[src/mic_pkg.sv]
// Constants shared by the interrupt controller: register indices, field
// positions, reset values, vectors and bus responses.
// Assumes a 32-bit AXI4-Lite register bus with word-aligned registers.
package mic_pkg;

	localparam int ADDR_W = 12;
	localparam int VEC_W  = 11;

	// Register indices; byte address is four times the index
	localparam logic [7:0] REG_A_IDX     = 8'h0B;
	localparam logic [7:0] REG_B_IDX     = 8'h1E;
	localparam logic [7:0] IRQ_STAT_IDX  = 8'h30;
	localparam logic [7:0] IRQ_MASK_IDX  = 8'h31;
	localparam logic [7:0] CORE_STAT_IDX = 8'h32;

	// Control register A fields
	localparam int A_GIE      = 0;
	localparam int A_EXT_EN   = 1;
	localparam int A_TMR_EN   = 2;
	localparam int A_ADC_EN   = 3;
	localparam int A_EXT_FLAG = 4;
	localparam int A_TMR_FLAG = 5;
	localparam int A_ADC_FLAG = 6;

	// Control register B fields, other bits read as zero
	localparam int B_BUS_EN   = 0;
	localparam int B_BUS_FLAG = 4;
	localparam logic [7:0] REG_B_USED = 8'h11;

	// Interrupt status bits
	localparam int ST_ACK   = 0;
	localparam int ST_STALL = 1;
	localparam int ST_EDGE  = 2;
	localparam int ST_BUS   = 3;

	localparam logic [7:0] REG_A_RST = 8'h00;
	localparam logic [7:0] REG_B_RST = 8'h00;
	localparam logic [3:0] MASK_RST  = 4'h0;

	// Service vectors, in priority order
	localparam logic [10:0] VEC_EXT = 11'h004;
	localparam logic [10:0] VEC_TMR = 11'h008;
	localparam logic [10:0] VEC_ADC = 11'h00C;
	localparam logic [10:0] VEC_BUS = 11'h010;

	localparam logic [1:0] RESP_OKAY   = 2'h0;
	localparam logic [1:0] RESP_SLVERR = 2'h2;

	// Byte address of a register index
	function automatic logic [ADDR_W-1:0] mic_addr(input logic [7:0] idx);
		mic_addr = {2'h0, idx, 2'h0};
	endfunction

	// One-hot of the lowest set request; bit 0 has the highest priority
	function automatic logic [3:0] mic_pick(input logic [3:0] r);
		mic_pick = r & (4'(~r) + 4'h1);
	endfunction

endpackage

[src/mic_intc.sv]
// Four-source vectored interrupt controller with AXI4-Lite registers.
// Assumes the core pulses phase_two_pulse once per instruction cycle and
// reports its return-stack level; peripheral events are one-cycle pulses.
// Operation
// - Taking any interrupt clears global enable
// - No acknowledge while return stack full
// - Acknowledge pushes program counter only, then branches
// - Falling external pin sets external flag
// - External service: vector 04H, clear flag, enable
// - Timer overflow flag; vector 08H on service
// - Converter done flag; vector 0CH on service
// - Bus event flag; vector 10H on service
// - Interrupt return sets enable; plain return not
// - Requests sampled once per phase-two pulse
// - Fixed priority: external, timer, converter, bus
// - Register A enable bits zero to three
// - Every source can wake halted core
// - Register B: enable bit 0, flag bit 4
// - Flags stay set until serviced or cleared
//
// Chosen here: register access over AXI4-Lite.
`timescale 1ns/1ps
module mic_intc #(
	parameter int STACK_DEPTH = 6
) (
	input  wire logic                      clock,
	input  wire logic                      rst,
	input  wire logic [mic_pkg::ADDR_W-1:0] s_axi_awaddr,
	input  wire logic                      s_axi_awvalid,
	output logic                           s_axi_awready,
	input  wire logic [31:0]               s_axi_wdata,
	input  wire logic [3:0]                s_axi_wstrb,
	input  wire logic                      s_axi_wvalid,
	output logic                           s_axi_wready,
	output logic [1:0]                     s_axi_bresp,
	output logic                           s_axi_bvalid,
	input  wire logic                      s_axi_bready,
	input  wire logic [mic_pkg::ADDR_W-1:0] s_axi_araddr,
	input  wire logic                      s_axi_arvalid,
	output logic                           s_axi_arready,
	output logic [31:0]                    s_axi_rdata,
	output logic [1:0]                     s_axi_rresp,
	output logic                           s_axi_rvalid,
	input  wire logic                      s_axi_rready,
	input  wire logic                      ext_irq_pin_n,
	input  wire logic                      timer_overflow,
	input  wire logic                      adc_done,
	input  wire logic                      addr_match_flag,
	input  wire logic                      bus_byte_done,
	input  wire logic                      phase_two_pulse,
	input  wire logic [2:0]                stack_level_index,
	input  wire logic                      irq_exit_reenable,
	input  wire logic                      subroutine_exit,
	output logic                           irq_ack,
	output logic [mic_pkg::VEC_W-1:0]      irq_vector,
	output logic                           wake_req,
	output logic                           irq
);

	logic [7:0]  irq_ctrl_reg_a;
	logic [7:0]  irq_ctrl_reg_b;
	logic [3:0]  irq_stat;
	logic [3:0]  irq_mask;
	logic        ext_sync1, ext_sync2, ext_prev;
	logic        ext_edge, bus_evt;
	logic [3:0]  req, win;
	logic        stack_full, take, stall;
	logic [mic_pkg::ADDR_W-1:0] wr_addr;
	logic [31:0] wr_data;
	logic [3:0]  wr_strb;
	logic        wr_do, wr_a, wr_b, wr_mask;
	logic        rd_take, rd_clr_stat;
	logic [31:0] next_rdata;
	logic        next_rd_ok;

	// Pin passes two flops; the edge is seen on the synchronised copy only
	always_ff @(posedge clock or posedge rst) begin
		if (rst) begin
			ext_sync1 <= 1'b1;
			ext_sync2 <= 1'b1;
			ext_prev  <= 1'b1;
		end else begin
			ext_sync1 <= ext_irq_pin_n;
			ext_sync2 <= ext_sync1;
			ext_prev  <= ext_sync2;
		end
	end

	assign ext_edge = ext_prev & ~ext_sync2;
	assign bus_evt  = addr_match_flag | bus_byte_done;

	// Pending and enabled requests in priority order
	assign req[0] = irq_ctrl_reg_a[mic_pkg::A_EXT_FLAG] & irq_ctrl_reg_a[mic_pkg::A_EXT_EN];
	assign req[1] = irq_ctrl_reg_a[mic_pkg::A_TMR_FLAG] & irq_ctrl_reg_a[mic_pkg::A_TMR_EN];
	assign req[2] = irq_ctrl_reg_a[mic_pkg::A_ADC_FLAG] & irq_ctrl_reg_a[mic_pkg::A_ADC_EN];
	assign req[3] = irq_ctrl_reg_b[mic_pkg::B_BUS_FLAG] & irq_ctrl_reg_b[mic_pkg::B_BUS_EN];
	assign win    = mic_pkg::mic_pick(req);

	// Decision only at the phase-two pulse, so a request waits for the next one
	assign stack_full = stack_level_index >= 3'(STACK_DEPTH);
	assign take  = phase_two_pulse & irq_ctrl_reg_a[mic_pkg::A_GIE] & (|req) & ~stack_full;
	assign stall = phase_two_pulse & irq_ctrl_reg_a[mic_pkg::A_GIE] & (|req) & stack_full;

	// Control register A: write, service clears, return, then events win last
	always_ff @(posedge clock or posedge rst) begin
		if (rst) begin
			irq_ctrl_reg_a <= mic_pkg::REG_A_RST;
		end else begin
			if (wr_a) begin
				irq_ctrl_reg_a <= wr_data[7:0];
			end
			if (take) begin
				irq_ctrl_reg_a[mic_pkg::A_GIE] <= 1'b0;
				if (win[0]) begin
					irq_ctrl_reg_a[mic_pkg::A_EXT_FLAG] <= 1'b0;
				end
				if (win[1]) begin
					irq_ctrl_reg_a[mic_pkg::A_TMR_FLAG] <= 1'b0;
				end
				if (win[2]) begin
					irq_ctrl_reg_a[mic_pkg::A_ADC_FLAG] <= 1'b0;
				end
			end
			if (irq_exit_reenable) begin
				irq_ctrl_reg_a[mic_pkg::A_GIE] <= 1'b1;
			end
			if (ext_edge) begin
				irq_ctrl_reg_a[mic_pkg::A_EXT_FLAG] <= 1'b1;
			end
			if (timer_overflow) begin
				irq_ctrl_reg_a[mic_pkg::A_TMR_FLAG] <= 1'b1;
			end
			if (adc_done) begin
				irq_ctrl_reg_a[mic_pkg::A_ADC_FLAG] <= 1'b1;
			end
		end
	end

	// Control register B holds only its two live bits
	always_ff @(posedge clock or posedge rst) begin
		if (rst) begin
			irq_ctrl_reg_b <= mic_pkg::REG_B_RST;
		end else begin
			if (wr_b) begin
				irq_ctrl_reg_b <= wr_data[7:0] & mic_pkg::REG_B_USED;
			end
			if (take && win[3]) begin
				irq_ctrl_reg_b[mic_pkg::B_BUS_FLAG] <= 1'b0;
			end
			if (bus_evt) begin
				irq_ctrl_reg_b[mic_pkg::B_BUS_FLAG] <= 1'b1;
			end
		end
	end

	// Core side: push request and vector; no status is ever saved
	always_ff @(posedge clock or posedge rst) begin
		if (rst) begin
			irq_ack    <= 1'b0;
			irq_vector <= '0;
		end else begin
			irq_ack <= take;
			if (take) begin
				unique case (1'b1)
					win[0]: irq_vector <= mic_pkg::VEC_EXT;
					win[1]: irq_vector <= mic_pkg::VEC_TMR;
					win[2]: irq_vector <= mic_pkg::VEC_ADC;
					win[3]: irq_vector <= mic_pkg::VEC_BUS;
				endcase
			end
		end
	end

	// Wake ignores the global enable so a halted core restarts on any enabled source
	always_ff @(posedge clock or posedge rst) begin
		if (rst) begin
			wake_req <= 1'b0;
		end else begin
			wake_req <= |req;
		end
	end

	// Sticky status; a read clears it, but a new event in that cycle survives
	always_ff @(posedge clock or posedge rst) begin
		if (rst) begin
			irq_stat <= '0;
			irq_mask <= mic_pkg::MASK_RST;
			irq      <= 1'b0;
		end else begin
			irq_stat <= (irq_stat & {4{~rd_clr_stat}})
				| {bus_evt, ext_edge, stall, take};
			if (wr_mask) begin
				irq_mask <= wr_data[3:0];
			end
			irq <= |(irq_stat & irq_mask);
		end
	end

	// Write channel: address and data taken in any order, response after both
	always_ff @(posedge clock or posedge rst) begin
		if (rst) begin
			s_axi_awready <= 1'b1;
			s_axi_wready  <= 1'b1;
			s_axi_bvalid  <= 1'b0;
			s_axi_bresp   <= mic_pkg::RESP_OKAY;
			wr_addr       <= '0;
			wr_data       <= '0;
			wr_strb       <= '0;
		end else begin
			if (s_axi_awvalid && s_axi_awready) begin
				s_axi_awready <= 1'b0;
				wr_addr       <= s_axi_awaddr;
			end
			if (s_axi_wvalid && s_axi_wready) begin
				s_axi_wready <= 1'b0;
				wr_data      <= s_axi_wdata;
				wr_strb      <= s_axi_wstrb;
			end
			if (wr_do) begin
				s_axi_bvalid <= 1'b1;
				s_axi_bresp  <= (wr_a || wr_b || wr_mask
					|| wr_addr == mic_pkg::mic_addr(mic_pkg::IRQ_STAT_IDX)
					|| wr_addr == mic_pkg::mic_addr(mic_pkg::CORE_STAT_IDX)
					|| wr_strb[0] == 1'b0) ? mic_pkg::RESP_OKAY : mic_pkg::RESP_SLVERR;
			end else if (s_axi_bvalid && s_axi_bready) begin
				s_axi_bvalid  <= 1'b0;
				s_axi_awready <= 1'b1;
				s_axi_wready  <= 1'b1;
			end
		end
	end

	// Status registers ignore writes; only byte lane 0 carries data
	assign wr_do   = ~s_axi_awready & ~s_axi_wready & ~s_axi_bvalid;
	assign wr_a    = wr_do & wr_strb[0] & (wr_addr == mic_pkg::mic_addr(mic_pkg::REG_A_IDX));
	assign wr_b    = wr_do & wr_strb[0] & (wr_addr == mic_pkg::mic_addr(mic_pkg::REG_B_IDX));
	assign wr_mask = wr_do & wr_strb[0] & (wr_addr == mic_pkg::mic_addr(mic_pkg::IRQ_MASK_IDX));

	// Read decode
	always_comb begin
		next_rdata = '0;
		next_rd_ok = 1'b1;
		if (s_axi_araddr == mic_pkg::mic_addr(mic_pkg::REG_A_IDX)) begin
			next_rdata[7:0] = irq_ctrl_reg_a;
		end else if (s_axi_araddr == mic_pkg::mic_addr(mic_pkg::REG_B_IDX)) begin
			next_rdata[7:0] = irq_ctrl_reg_b;
		end else if (s_axi_araddr == mic_pkg::mic_addr(mic_pkg::IRQ_STAT_IDX)) begin
			next_rdata[3:0] = irq_stat;
		end else if (s_axi_araddr == mic_pkg::mic_addr(mic_pkg::IRQ_MASK_IDX)) begin
			next_rdata[3:0] = irq_mask;
		end else if (s_axi_araddr == mic_pkg::mic_addr(mic_pkg::CORE_STAT_IDX)) begin
			next_rdata[15:0] = {irq_vector[7:0], 4'h0, stack_full, stack_level_index};
		end else begin
			next_rd_ok = 1'b0;
		end
	end

	assign rd_take     = s_axi_arvalid & s_axi_arready;
	assign rd_clr_stat = rd_take & (s_axi_araddr == mic_pkg::mic_addr(mic_pkg::IRQ_STAT_IDX));

	// Read channel: one read in flight, data one cycle after the address
	always_ff @(posedge clock or posedge rst) begin
		if (rst) begin
			s_axi_arready <= 1'b1;
			s_axi_rvalid  <= 1'b0;
			s_axi_rdata   <= '0;
			s_axi_rresp   <= mic_pkg::RESP_OKAY;
		end else if (rd_take) begin
			s_axi_arready <= 1'b0;
			s_axi_rvalid  <= 1'b1;
			s_axi_rdata   <= next_rdata;
			s_axi_rresp   <= next_rd_ok ? mic_pkg::RESP_OKAY : mic_pkg::RESP_SLVERR;
		end else if (s_axi_rvalid && s_axi_rready) begin
			s_axi_rvalid  <= 1'b0;
			s_axi_arready <= 1'b1;
		end
	end
endmodule

[config.mk]
export PLATFORM = sky130hd
export DESIGN_NAME = mic_intc
export DESIGN_NICKNAME = d
export VERILOG_FILES = /design/src/mic_pkg.sv /design/src/mic_intc.sv
export SDC_FILE = /design/constraint.sdc
export NUM_CORES = 1
export LEC_CHECK = 0
export ABC_AREA = 1
export BUFFER_PORTS_ARGS = -buffer_cell sky130_fd_sc_hd__buf_2
export CAP_MARGIN = 20
export CORE_ASPECT_RATIO = 1.5
export CORE_UTILIZATION = 35
export DETAILED_ROUTE_END_ITERATION = 6
export PLACE_DENSITY = 0.7
export SYNTH_ARGS = -nofsm -noshare
export SYNTH_HDL_FRONTEND = slang
export SYNTH_SLANG_ARGS = --single-unit
export TNS_END_PERCENT = 100
[constraint.sdc]
create_clock -name clock -period 2.6 [get_ports clock]
set_input_delay 0.39 -clock clock [delete_from_list [all_inputs] [get_ports clock]]
set_output_delay 0.39 -clock clock [all_outputs]
set_load 0.01 [all_outputs]
Word level (Yosys, flattened, before mapping)
Index checks and enable logic that the tools add are counted.
{ "totals": {"register_bits": 81, "inputBits": 78, "out_inout_bits": 55, "elab_cells": 125} }
{ "op_classes": {"n_addsub": 1, "n_lt_le_gt_ge": 1, "n_eq_ne": 10, "muxes": 42, "bitwise": 30, "n_reduce_logical": 16} }
{ "op_table": {"columns": ["cell", "n"], "rows": [
  ["$eq 12x8->1 const B", 6],
  ["$pmux 11 s4", 1],
  ["$mux 8", 4],
  ["$mux 1", 27],
  ["$eq 12x6->1 const B", 2],
  ["$eq 12x7->1 const B", 2],
  ["$mux 12", 2],
  ["$and 1x1->1", 17],
  ["$mux 16", 1],
  ["$and 4x4->4", 3],
  ["$mux 4", 2],
  ["$reduce_or 4->1", 2],
  ["$mux 7", 1],
  ["$not 1->1", 7],
  ["$reduce_bool 3->1", 2],
  ["$logic_and 1x1->1", 5],
  ["$logic_or 1x1->1", 5],
  ["$mux 5", 1],
  ["$add 4x1->4 const B", 1],
  ["$mux 2", 2],
  ["$not 4->4", 1],
  ["$or 4x4->4", 1],
  ["$reduce_bool 2->1", 2],
  ["$ge 3x3->1 const B", 1],
  ["2 further kinds", 2]
]} }

Depth between registers and ports, before layout
Gate-level depths: netlist of the first run.
{ "logic_depth": {"depth_word": 11, "mapped_depth": 10, "depth_no_buf": 10} }

Least setup slack after synthesis of the first run
Ideal clock, no wire load.
{ "synth_timing": {"path_type": "register to register", "startpoint": "register s_axi_bvalid", "endpoint": "register irq_ctrl_reg_a[0]", "setup_time_ps": 124, "arrival_ps": 1162, "required_time_ps": 2476, "slack_ps": 1314, "path_stages_with_launch": 8, "path_buffers": 1, "synth_period_minus_slack_ps": 1286, "cell_sequence": "dfrtp_1 -> inv_1 -> nand4_2 -> nor2_4 -> nand2_2 -> buf_6 -> nor2_4 -> o21bai_1"} }
{ "synth_between": {"elab_chain_len": 5} }
{ "synth_lines": {"columns": ["element", "line", "rtl"], "rows": [
  ["from (decl)", "mic_intc.sv:36", "output logic s_axi_bvalid,"],
  ["from (signal assigned)", "mic_intc.sv:204", "s_axi_bvalid <= 1'b0;"],
  ["from (signal assigned)", "mic_intc.sv:220", "s_axi_bvalid <= 1'b1;"],
  ["from (signal assigned)", "mic_intc.sv:226", "s_axi_bvalid <= 1'b0;"],
  ["$not 1->1", "mic_intc.sv:234", "assign wr_do = ~s_axi_awready & ~s_axi_wready & ~s_axi_bvalid;"],
  ["$and 1x1->1", "mic_intc.sv:234", null],
  ["$and 1x1->1 (2 in series)", "mic_intc.sv:235", "assign wr_a = wr_do & wr_strb[0] & (wr_addr == mic_pkg::mic_addr(mic_pkg::REG_A_IDX));"],
  ["$reduce_bool 3->1 (no line)", null, null],
  ["to (signal assigned)", "mic_intc.sv:107", "irq_ctrl_reg_a <= mic_pkg::REG_A_RST;"],
  ["to (signal assigned)", "mic_intc.sv:110", "irq_ctrl_reg_a <= wr_data[7:0];"],
  ["to (decl)", "mic_intc.sv:60", "logic [7:0] irq_ctrl_reg_a;"]
]} }
Every way passes these cells.
A chain may end at the register's enable or synchronous reset.

Worst setup path after layout of the first run
{ "layout_timing": {"startpoint": "register s_axi_bvalid", "endpoint": "register irq_ctrl_reg_a[4]"} }
{ "layout_between": {"elab_chain_len": 8} }
{ "layout_lines": {"columns": ["element", "line", "rtl"], "rows": [
  ["$not 1->1 (*)", "mic_intc.sv:234", null],
  ["$and 1x1->1 (*)", "mic_intc.sv:234", null],
  ["$and 1x1->1 (*) (2 in series)", "mic_intc.sv:235", null],
  ["$mux 7 (*)", "mic_intc.sv:109", "if (wr_a) begin"],
  ["$mux 1", "mic_intc.sv:114", "if (win[0]) begin"],
  ["$mux 3 (*)", "mic_intc.sv:112", "if (take) begin"],
  ["$mux 1 (*)", "mic_intc.sv:127", "if (ext_edge) begin"]
]} }
Mark *: on every way between the ends. The rest lies on a longest branch, timed or not. The select of a mux whose other input is x is not followed.

==> results of run 1 <==
worst paths after layout:
kind	startpoint	end	slack [ns]	cells past startpoint
setup reg to reg	s_axi_bvalid$_DFFE_PP0P_	irq_ctrl_reg_a[4]$_DFF_PP0_	1.12	8
setup / recovery	s_axi_bvalid$_DFFE_PP0P_	irq_ctrl_reg_a[4]$_DFF_PP0_	1.12	8
hold reg to reg	ext_sync1$_DFF_PP1_	ext_sync2$_DFF_PP1_	0.36	0
min in group clock	ext_irq_pin_n	ext_sync1$_DFF_PP1_	0.16	1
max in group asynchronous	rst	s_axi_arready$_DFFE_PP1P_	1.76	3
hold / removal	rst	wr_data[7]$_DFFE_PP0P_	0.15	2
per-stage QoR:
step / power (mW) / utilization [%] / hold WS [ns]
3_3_place_gp: 2.10 / 40.1 / 0.348
3_5_place_dp: 2.14 / 40.1 / 0.350
6_report: 3.33 / 43.5 / 0.147
5_1_grt: 3.55 / 43.5 / 0.158
4_1_cts: 3.37 / 43.5 / 0.151
2_1_floorplan: 1.94 / - / 0.345
routing by layer:
metal	vias to the layer above	GRT usage, %	part of all wire [%]
met5	-	0	0
met3	17	4.81	6.0
met1	1245	17.9	39
met4	0	8.59	3.0
li1	1352	-	-
met2	86	28.5	52
flip-flops by register name (all words and copies together) (netlist names), 2 cells and up:
name	cells
irq_ctrl_reg_a	8
irq_stat	4
wr_data	8
s_axi_rdata	11
wr_addr	12
irq_ctrl_reg_b	2
irq_vector	3
irq_mask	4
cell families after synthesis:
group / Yosys count
other cells: 1
compound gates: 39
buf+inv: 74
simple gates: 198
mux: 11
flops: 66
final cells by class:
class	instances	area, um^2	area share, %
clock inverter	2	35.0	0.876
timing repair buffer	75	393	9.83
inverter	38	143	3.57
tap	112	140	3.51
sequential	66	1660	41.5
multi-input combinational	279	1360	34.0
clock buffer	13	270	6.76
cells in the final DEF, fill, tap and decap left out, types with 2 or more instances in the layout:
master and count:
nor2_1 40, nand4_2 2, a21oi_1 11, dfstp_2 6
clkinv_1 2, buf_2 73, inv_1 31, nand3_1 31
nand2_1 99, o22ai_1 2, nor2_4 4, o21ai_2 4
dfrtp_1 60, conb_1 31, nor2_2 3, nand4_1 8
mux2_2 11, o21ai_0 19, clkbuf_16 9, clkbuf_8 3
nand2_2 6, inv_2 5
power by group through the flow:
stage / Clock, mW / Combinational (mW) / Sequential [mW]
finish: 1.22 / 0.696 / 1.41
global route: 1.30 / 0.806 / 1.45
CTS: 1.25 / 0.709 / 1.41
detailed placement: 0 / 0.706 / 1.43
global placement: 0 / 0.683 / 1.42
floorplan: 0 / 0.505 / 1.44
==> flow_summary.yaml, run 1 <==
timing:
  fin_setup_tns_ns: 0
  drv_slew: 0
  hold_violations: 0
  clock.fmax_mhz: 676
  skew_ns: 0.00426
  rsz0062_at_grt: "false"
  final-setup-viol-count: 0
  worst_slack_ns: 1.12
  worst_pin_slew_ns: 0.645
  period_needed_ns: 1.48
  max_slew_margin_pct: 57.0
  finalCritPeriodShare_pct: 56.9
clocking:
  cts_root_buf: "clkbuf_16"
  cts_tree: "done"
  clkTransAtPathRegs_ns: 0.05
  hold_buffers: 0
  post_cts_resized: 0
  post_cts_buffers: 0
  clock_latency_ns: 0.33
  ctsLongestPathBuffers: 2
  cts.sinks: 66
  numCtsBuffers: 9
  cts_max_level: 3
finish:
  stdcell_count: 585
  nets: 547
  antenna_cells: 0
  syn2layout_area_growth_pct: 20.9
  fillers: 963
  layout-drive-gt1-share_pct: 27.9
  design_area_mm2: 0.00400
critical_path:
  path_cells: "inv_1, nand4_2, nor2_4, nand2_2, nand2_1, nand2_1, nand2_1, nand2_1"
  crit_path_end_kind: "flip-flop"
  worstSetupPathType: "flip-flop to flip-flop"
  crit_family: "simple AND/OR/NAND/NOR gates"
  timing.critical_path.buf_inv: 1
  cp.arrival_ns: 1.70
  required_ns: 2.82
  path_common_cell: "nand2_1"
  cp-start-kind: "flip-flop"
  crit_slowest_cell: "dfrtp_1"
  crit_fanout: 14
  cpPeakStageDelay_ns: 0.37
floorplan:
  die_w_um: 81.4
  start_util_pct: 35.9
  boundaryPins: 133
  coreArea_mm2: 0.00920
  die_area_mm2: 0.00985
  row_count: 43
  die_h_um: 121
routing:
  firstDrtPassIters: 4
  drt_wl_total_mm: 7.09
  viasPerCell: 4.62
  avgRoutedWirePerCell_um: 12.1
  route.detailed.drc: 0
  final_antenna_net_count: 0
  initialDrtViolationCount: 108
  vias: 2700
job:
  cap_viol_max_count: 0
placement:
  placedCellCount: 570
  dp_slack_ns: 1.01
  place_congestion: 0.849
  placed_cell_area_mm2: 0.00369
  dp_hpwl_mm: 5.60
  io_buffer_count: 73
yosys:
  synth_xor_area_share_pct: 0
  synthesis.area_per_instance_um2: 8.50
  syn_area_mm2: 0.00331
  synth_top_cell_by_area: "dfrtp_1"
  yosys.area.top_type_share_pct: 45.4
  synthAdderAreaFrac_pct: 0
  synthSimpleGateAreaFrac_pct: 27.2
  ys.flop_type: "dfrtp_1"
  synth_compound_area_share_pct: 6.58
  ys_top_cells_by_count: "nand2_1, dfrtp_1, nor2_1"
  synthArstFlopShare_pct: 100
  postSynthCellCount: 389
  synth_edf_count: 0
  ys_ff_latch: 66
  yosysUniqueCellTypes: 31
  synth.most_common_cell: "nand2_1"
  synth.yosys.seq_area_share_pct: 50.2
  synth_top_family_by_area: "simple AND/OR/NAND/NOR gates"
  yosys_warnings: 0
  synth_area_leaders: "dfrtp_1, nand2_1, buf_4"
  muxShareOfSynthArea_pct: 3.75
global_route:
  grt_pass1_vias: 2694
  grt_usage_pct: 16.6
  overflow: 0
  antenna_found_initial: 0
  grt_max_degree: 38
  grt_first_pass_wirelength_mm: 12.2
pwr:
  peakVddDrop_uv: 504
  clkPwrFrac_pct: 36.6
  p_comb_share_pct: 20.9
  power.leakage_nw: 2.11
  internal_power_mw: 2.37
  power.density_mw_per_mm2: 833
  switchingPower_mw: 0.964
  switching_share_pct: 29.0
  p_seq_share_pct: 42.5
worst_hold_path:
  hold_path_class: "input pin to async pin"
outcome:
  status: "complete, no violations"
No activity file was read; power rests on OpenSTA's default activity.
==> run 2: changes to the inputs <==
- ABC_AREA: 1 -> 0
- PLACE_DENSITY: 0.7 -> 0.73
- clock period: 2.6 -> 1.3 ns (I/O delays scaled with it)
==> flow_summary.yaml, run 2 <==
outcome:
  status: "finished with violations"
  violations: "negative setup slack"
finish:
  mostFrequentLayoutCells: "buf_2, dfrtp_1, buf_4"
  design_area_mm2: 0.00476
  top_register: "wr_addr"
  syn2layout_area_growth_pct: 48.9
  largest_register_ffs: 12
  fin_util_pct: 53.9
  top_regs: "wr_addr (12), s_axi_rdata (11)"
  fillers: 784
  layout-drive-gt1-share_pct: 54.0
  antenna_cells: 0
  final_common_cell: "buf_2"
  stdcell_count: 545
  nets: 508
global_route:
  grt_first_pass_wirelength_mm: 13.6
  grt_max_degree: 67
  met3_usage_pct: 4.60
  grt_usage_pct: 19.2
  grt_pass1_vias: 2753
  antenna_found_initial: 0
  use_met2_pct: 34.9
  use_met1_pct: 20.4
  overflow: 0
  grt.busiest_layer: "met2"
critical_path:
  timing.critical_path.buf_inv: 0
  crit_family: "simple AND/OR/NAND/NOR gates"
  cp_num_cells: 4
  endpoint: "irq_ctrl_reg_a[2]$_DFFE_PP0N_"
  r2r_start: "wr_addr[8]$_DFFE_PP0P_"
  crit_path_end_kind: "flip-flop"
  reg2reg_setup_slack_ns: -0.35
  cp-start-kind: "flip-flop"
  crit_slowest_cell: "dfrtp_1"
  required_ns: 1.51
  cpPeakStageDelay_ns: 0.38
  rr_endpoint: "irq_ctrl_reg_a[2]$_DFFE_PP0N_"
  path_cells: "nor2_1, and4_4, and2_4, mux2_4"
  r2r_cells: 4
  crit_fanout: 6
  worstSetupPathType: "flip-flop to flip-flop"
  critPathLaunch: "wr_addr[8]$_DFFE_PP0P_"
  cp.arrival_ns: 1.86
placement:
  io_buffer_count: 73
  place_congestion: 0.857
  dp_hpwl_mm: 6.40
  dp_slack_ns: -0.520
  placed_cell_area_mm2: 0.00411
  placedCellCount: 518
timing:
  skew_ns: 0.00518
  final-setup-viol-count: 42
  whs_ns: 0.0449
  fin_setup_tns_ns: -6.24
  finalCritPeriodShare_pct: 127
  rsz0062_at_grt: "true"
  period_needed_ns: 1.65
  worst_slack_ns: -0.352
  drv_slew: 0
  clock.fmax_mhz: 605
  hold_violations: 0
yosys:
  synth_top_cell_by_area: "dfrtp_1"
  synth_edf_count: 0
  yosys.area.top_type_share_pct: 47.0
  synth_area_leaders: "dfrtp_1, mux2_2, buf_4"
  ys_top_cells_by_count: "dfrtp_1, buf_4, mux2_2"
  yosysUniqueCellTypes: 56
  yosys_warnings: 0
  syn_area_mm2: 0.00319
  ys.flop_type: "dfrtp_1"
  postSynthCellCount: 284
  synth.yosys.seq_area_share_pct: 51.9
  synthArstFlopShare_pct: 100
  ys_ff_latch: 66
  synth.most_common_cell: "dfrtp_1"
  synthesis.area_per_instance_um2: 11.2
clocking:
  cts.sinks: 66
  numCtsBuffers: 9
  cts_max_level: 3
  cts_root_buf: "clkbuf_16"
  cts_tree: "done"
  clkTransAtPathRegs_ns: 0.05
  ctsLongestPathBuffers: 2
  clock_latency_ns: 0.33
floorplan:
  boundaryPins: 133
  coreArea_mm2: 0.00883
  die_h_um: 119
  die_area_mm2: 0.00952
  die_w_um: 80
  start_util_pct: 36.2
  row_count: 42
pwr:
  switching_share_pct: 29.6
  power.density_mw_per_mm2: 1570
  p_seq_share_pct: 40.4
  internal_power_mw: 5.27
  peakVddDrop_uv: 1220
  clkPwrFrac_pct: 30.6
  switchingPower_mw: 2.21
  power.leakage_nw: 2.27
  p_comb_share_pct: 29.0
  totalPowerFinal_mw: 7.49
routing:
  drt_wl_total_mm: 8.69
  firstDrtPassIters: 4
  route.detailed.drc: 0
  final_antenna_net_count: 0
  viasPerCell: 5.00
  vias: 2727
  initialDrtViolationCount: 142
  avgRoutedWirePerCell_um: 15.9
job:
  cap_viol_max_count: 0
worst_hold_path:
  hold_path_class: "input pin to flip-flop"
==> run 2: cell types whose count changed in the layout (fill, tap and decap cells not counted), sizes merged, moves of 8 or more <==
cell	delta
buf	+62
o21ai	-17
nor2	-35
inv	-26
nand3	-23
mux2	+19
nand2	-85
a22o	+8
==> run 2: area by class of cell <==
class	count	area, um^2	share of cell area [%]
timing repair buffer	140	983	20.7
tap	110	138	2.89
inverter	11	45.0	0.947
multi-input combinational	202	1650	34.6
clock inverter	4	45.0	0.947
clock buffer	12	236	4.97
sequential	66	1660	34.9
==> run 2: power groups by stage <==
stage	sequential [mW]	clock, mW	combinational [mW]
6_report	3.02	2.29	2.17
5_1_grt	3.09	2.43	2.35
4_1_cts	2.99	2.35	1.95
3_5_place_dp	3.00	0	1.78
3_3_place_gp	2.95	0	1.73
2_1_floorplan	2.99	0	0.937
==> run 2: cell families after synthesis <==
kind of cell           after synthesis  share of synthesized area, %
AO/OA/AOI/OAI                       55                          12.8
buffers and inverters               46                          9.09
flip-flops                          66                          51.9
multiplexers                        31                          10.9
other                                1                         0.117
AND/OR/NAND/NOR                     85                          15.2
==> run 2: layer usage <==
metal / wire length (um) / vias up
met5: 0 / -
met4: 201 / 0
met3: 431 / 15
met2: 4920 / 117
met1: 3140 / 1323
li1: - / 1272
==> run 2: how the worst min path moves through the flow <==
stage                               endpoint           from  cells past startpoint
CTS                   s_axi_wready$_DFF_PP1_   s_axi_wvalid                      2
floorplan                ext_sync1$_DFF_PP1_  ext_irq_pin_n                      0
finish               s_axi_awready$_DFF_PP1_  s_axi_awvalid                      2
global placement         ext_sync1$_DFF_PP1_  ext_irq_pin_n                      1
global route        s_axi_bvalid$_DFFE_PP0P_   s_axi_bready                      2
detailed placement       ext_sync1$_DFF_PP1_  ext_irq_pin_n                      1
==> run 2: repair_timing <==
item                                    4_1_cts  5_1_grt
hold buffers                                  2        0
pin swaps                                    18       11
resized for setup                            36       22
setup buffers                                 3        5
endpoints found under the hold margin        61        0
cloned                                        0        1
endpoints found under the setup margin       37       43
==> run 3: changes to the inputs <==
- RECOVER_POWER: unset -> 100
==> flow_summary.yaml, run 3 (synthesis results as in run 2) <==
critical_path:
  reg2reg_setup_slack_ns: -0.35
  cp-start-kind: "flip-flop"
  required_ns: 1.51
  worstSetupPathType: "flip-flop to flip-flop"
  crit_path_end_kind: "flip-flop"
  crit_fanout: 4
  cp.arrival_ns: 1.86
clocking:
  numCtsBuffers: 9
  clkTransAtPathRegs_ns: 0.05
  cts_tree: "done"
  ctsLongestPathBuffers: 2
  cts.sinks: 66
  clock_latency_ns: 0.33
  cts_root_buf: "clkbuf_16"
  cts_max_level: 3
finish:
  design_area_mm2: 0.00471
  antenna_cells: 0
  final_common_cell: "dfrtp_1"
  layout-drive-gt1-share_pct: 48.3
  mostFrequentLayoutCells: "dfrtp_1, buf_4, buf_2"
  top_register: "wr_addr"
  syn2layout_area_growth_pct: 47.4
  fin_util_pct: 53.3
  top_regs: "wr_addr (12), s_axi_rdata (11)"
  nets: 508
  fillers: 792
  largest_register_ffs: 12
timing:
  worst_pin_slew_ns: 0.596
  whs_ns: 0.0454
  skew_ns: 0.00504
  max_slew_margin_pct: 60.3
  finalCritPeriodShare_pct: 127
  hold_violations: 0
  drv_slew: 0
  clock.fmax_mhz: 608
  final-setup-viol-count: 54
  worst_slack_ns: -0.346
  rsz0062_at_grt: "true"
  fin_setup_tns_ns: -6.38
  period_needed_ns: 1.65
pwr:
  peakVddDrop_uv: 1220
  power.density_mw_per_mm2: 1580
  power.leakage_nw: 2.18
routing:
  viasPerCell: 5.00
  final_antenna_net_count: 0
  route.detailed.drc: 0
  initialDrtViolationCount: 138
  drt_wl_total_mm: 8.66
  avgRoutedWirePerCell_um: 15.9
  vias: 2725
  firstDrtPassIters: 4
floorplan:
  start_util_pct: 36.2
  die_h_um: 119
  die_w_um: 80
  row_count: 42
  boundaryPins: 133
  coreArea_mm2: 0.00883
  die_area_mm2: 0.00952
global_route:
  grt_usage_pct: 19.2
  overflow: 0
  grt_first_pass_wirelength_mm: 13.6
  antenna_found_initial: 0
  grt_max_degree: 67
  grt_pass1_vias: 2753
placement:
  dp_slack_ns: -0.520
  place_congestion: 0.857
  io_buffer_count: 73
  dp_hpwl_mm: 6.40
  placed_cell_area_mm2: 0.00411
worst_hold_path:
  hold_path_class: "input pin to flip-flop"
outcome:
  violations: "negative setup slack"
  status: "finished with violations"
job:
  cap_viol_max_count: 0
## run 3: changes by cell type in the layout (fill, tap and decap cells not counted), sizes merged
cell	delta
clkbuf	+22
buf	-22
## run 3: repair_timing
item / 4_1_cts / 5_1_grt
pin swaps: 18 / 11
hold buffers: 2 / 0
gates cloned: 0 / 1
gates resized for setup: 36 / 22
setup endpoints to repair: 37 / 43
endpoints found under the hold margin: 61 / 0
setup buffers: 3 / 5
## run 3: worst max-delay path: stages (launching register included)
cell,delay [ns]
dfrtp_1,0.41
nor4_4,0.31
buf_4,0.18
nand3_4,0.08
nor2_4,0.21
mux2_4,0.32
## run 3: worst paths after layout
check	from	end	cells after the start
max reg2reg	wr_addr[9]$_DFFE_PP0P_	irq_mask[3]$_DFFE_PP0P_	5
min reg2reg	ext_sync1$_DFF_PP1_	ext_sync2$_DFF_PP1_	0
min	s_axi_awvalid	s_axi_awready$_DFF_PP1_	2
max in group asynchronous	rst	s_axi_rdata[0]$_DFFE_PP0P_	4
min in group asynchronous	rst	wr_strb[0]$_DFFE_PP0P_	4
max	wr_addr[9]$_DFFE_PP0P_	irq_mask[3]$_DFFE_PP0P_	5
## run 3: final cells by class
type | count | area, um^2 | area share, %
flip-flops and latches | 66 | 1660 | 35.3
multi-input cells | 202 | 1640 | 34.9
repair buffers | 140 | 942 | 20.0
clock buffers | 12 | 236 | 5.02
well taps | 110 | 138 | 2.92
clock inverters | 4 | 45.0 | 0.956
inverters | 11 | 45.0 | 0.956
## run 3: stage by stage
step,std cells,total power [mW]
6_report,545,7.46
5_1_grt,545,7.83
4_1_cts,539,7.29
3_5_place_dp,518,4.78
3_3_place_gp,518,4.68
2_1_floorplan,314,3.93
## run 3: per-layer routing
layer / vias up / global-route usage, % / part of all wire (%)
met3: 15 / 4.60 / 4.8
met1: 1332 / 20.4 / 36
li1: 1273 / - / -
met4: 0 / 8.93 / 2.3
met2: 105 / 34.9 / 57
met5: - / 0 / 0
## run 3: power by group
group	switching (mW)	internal, mW	total [mW]
Combinational	0.935	1.21	2.14
Sequential	0.460	2.56	3.02
Clock	0.818	1.47	2.29
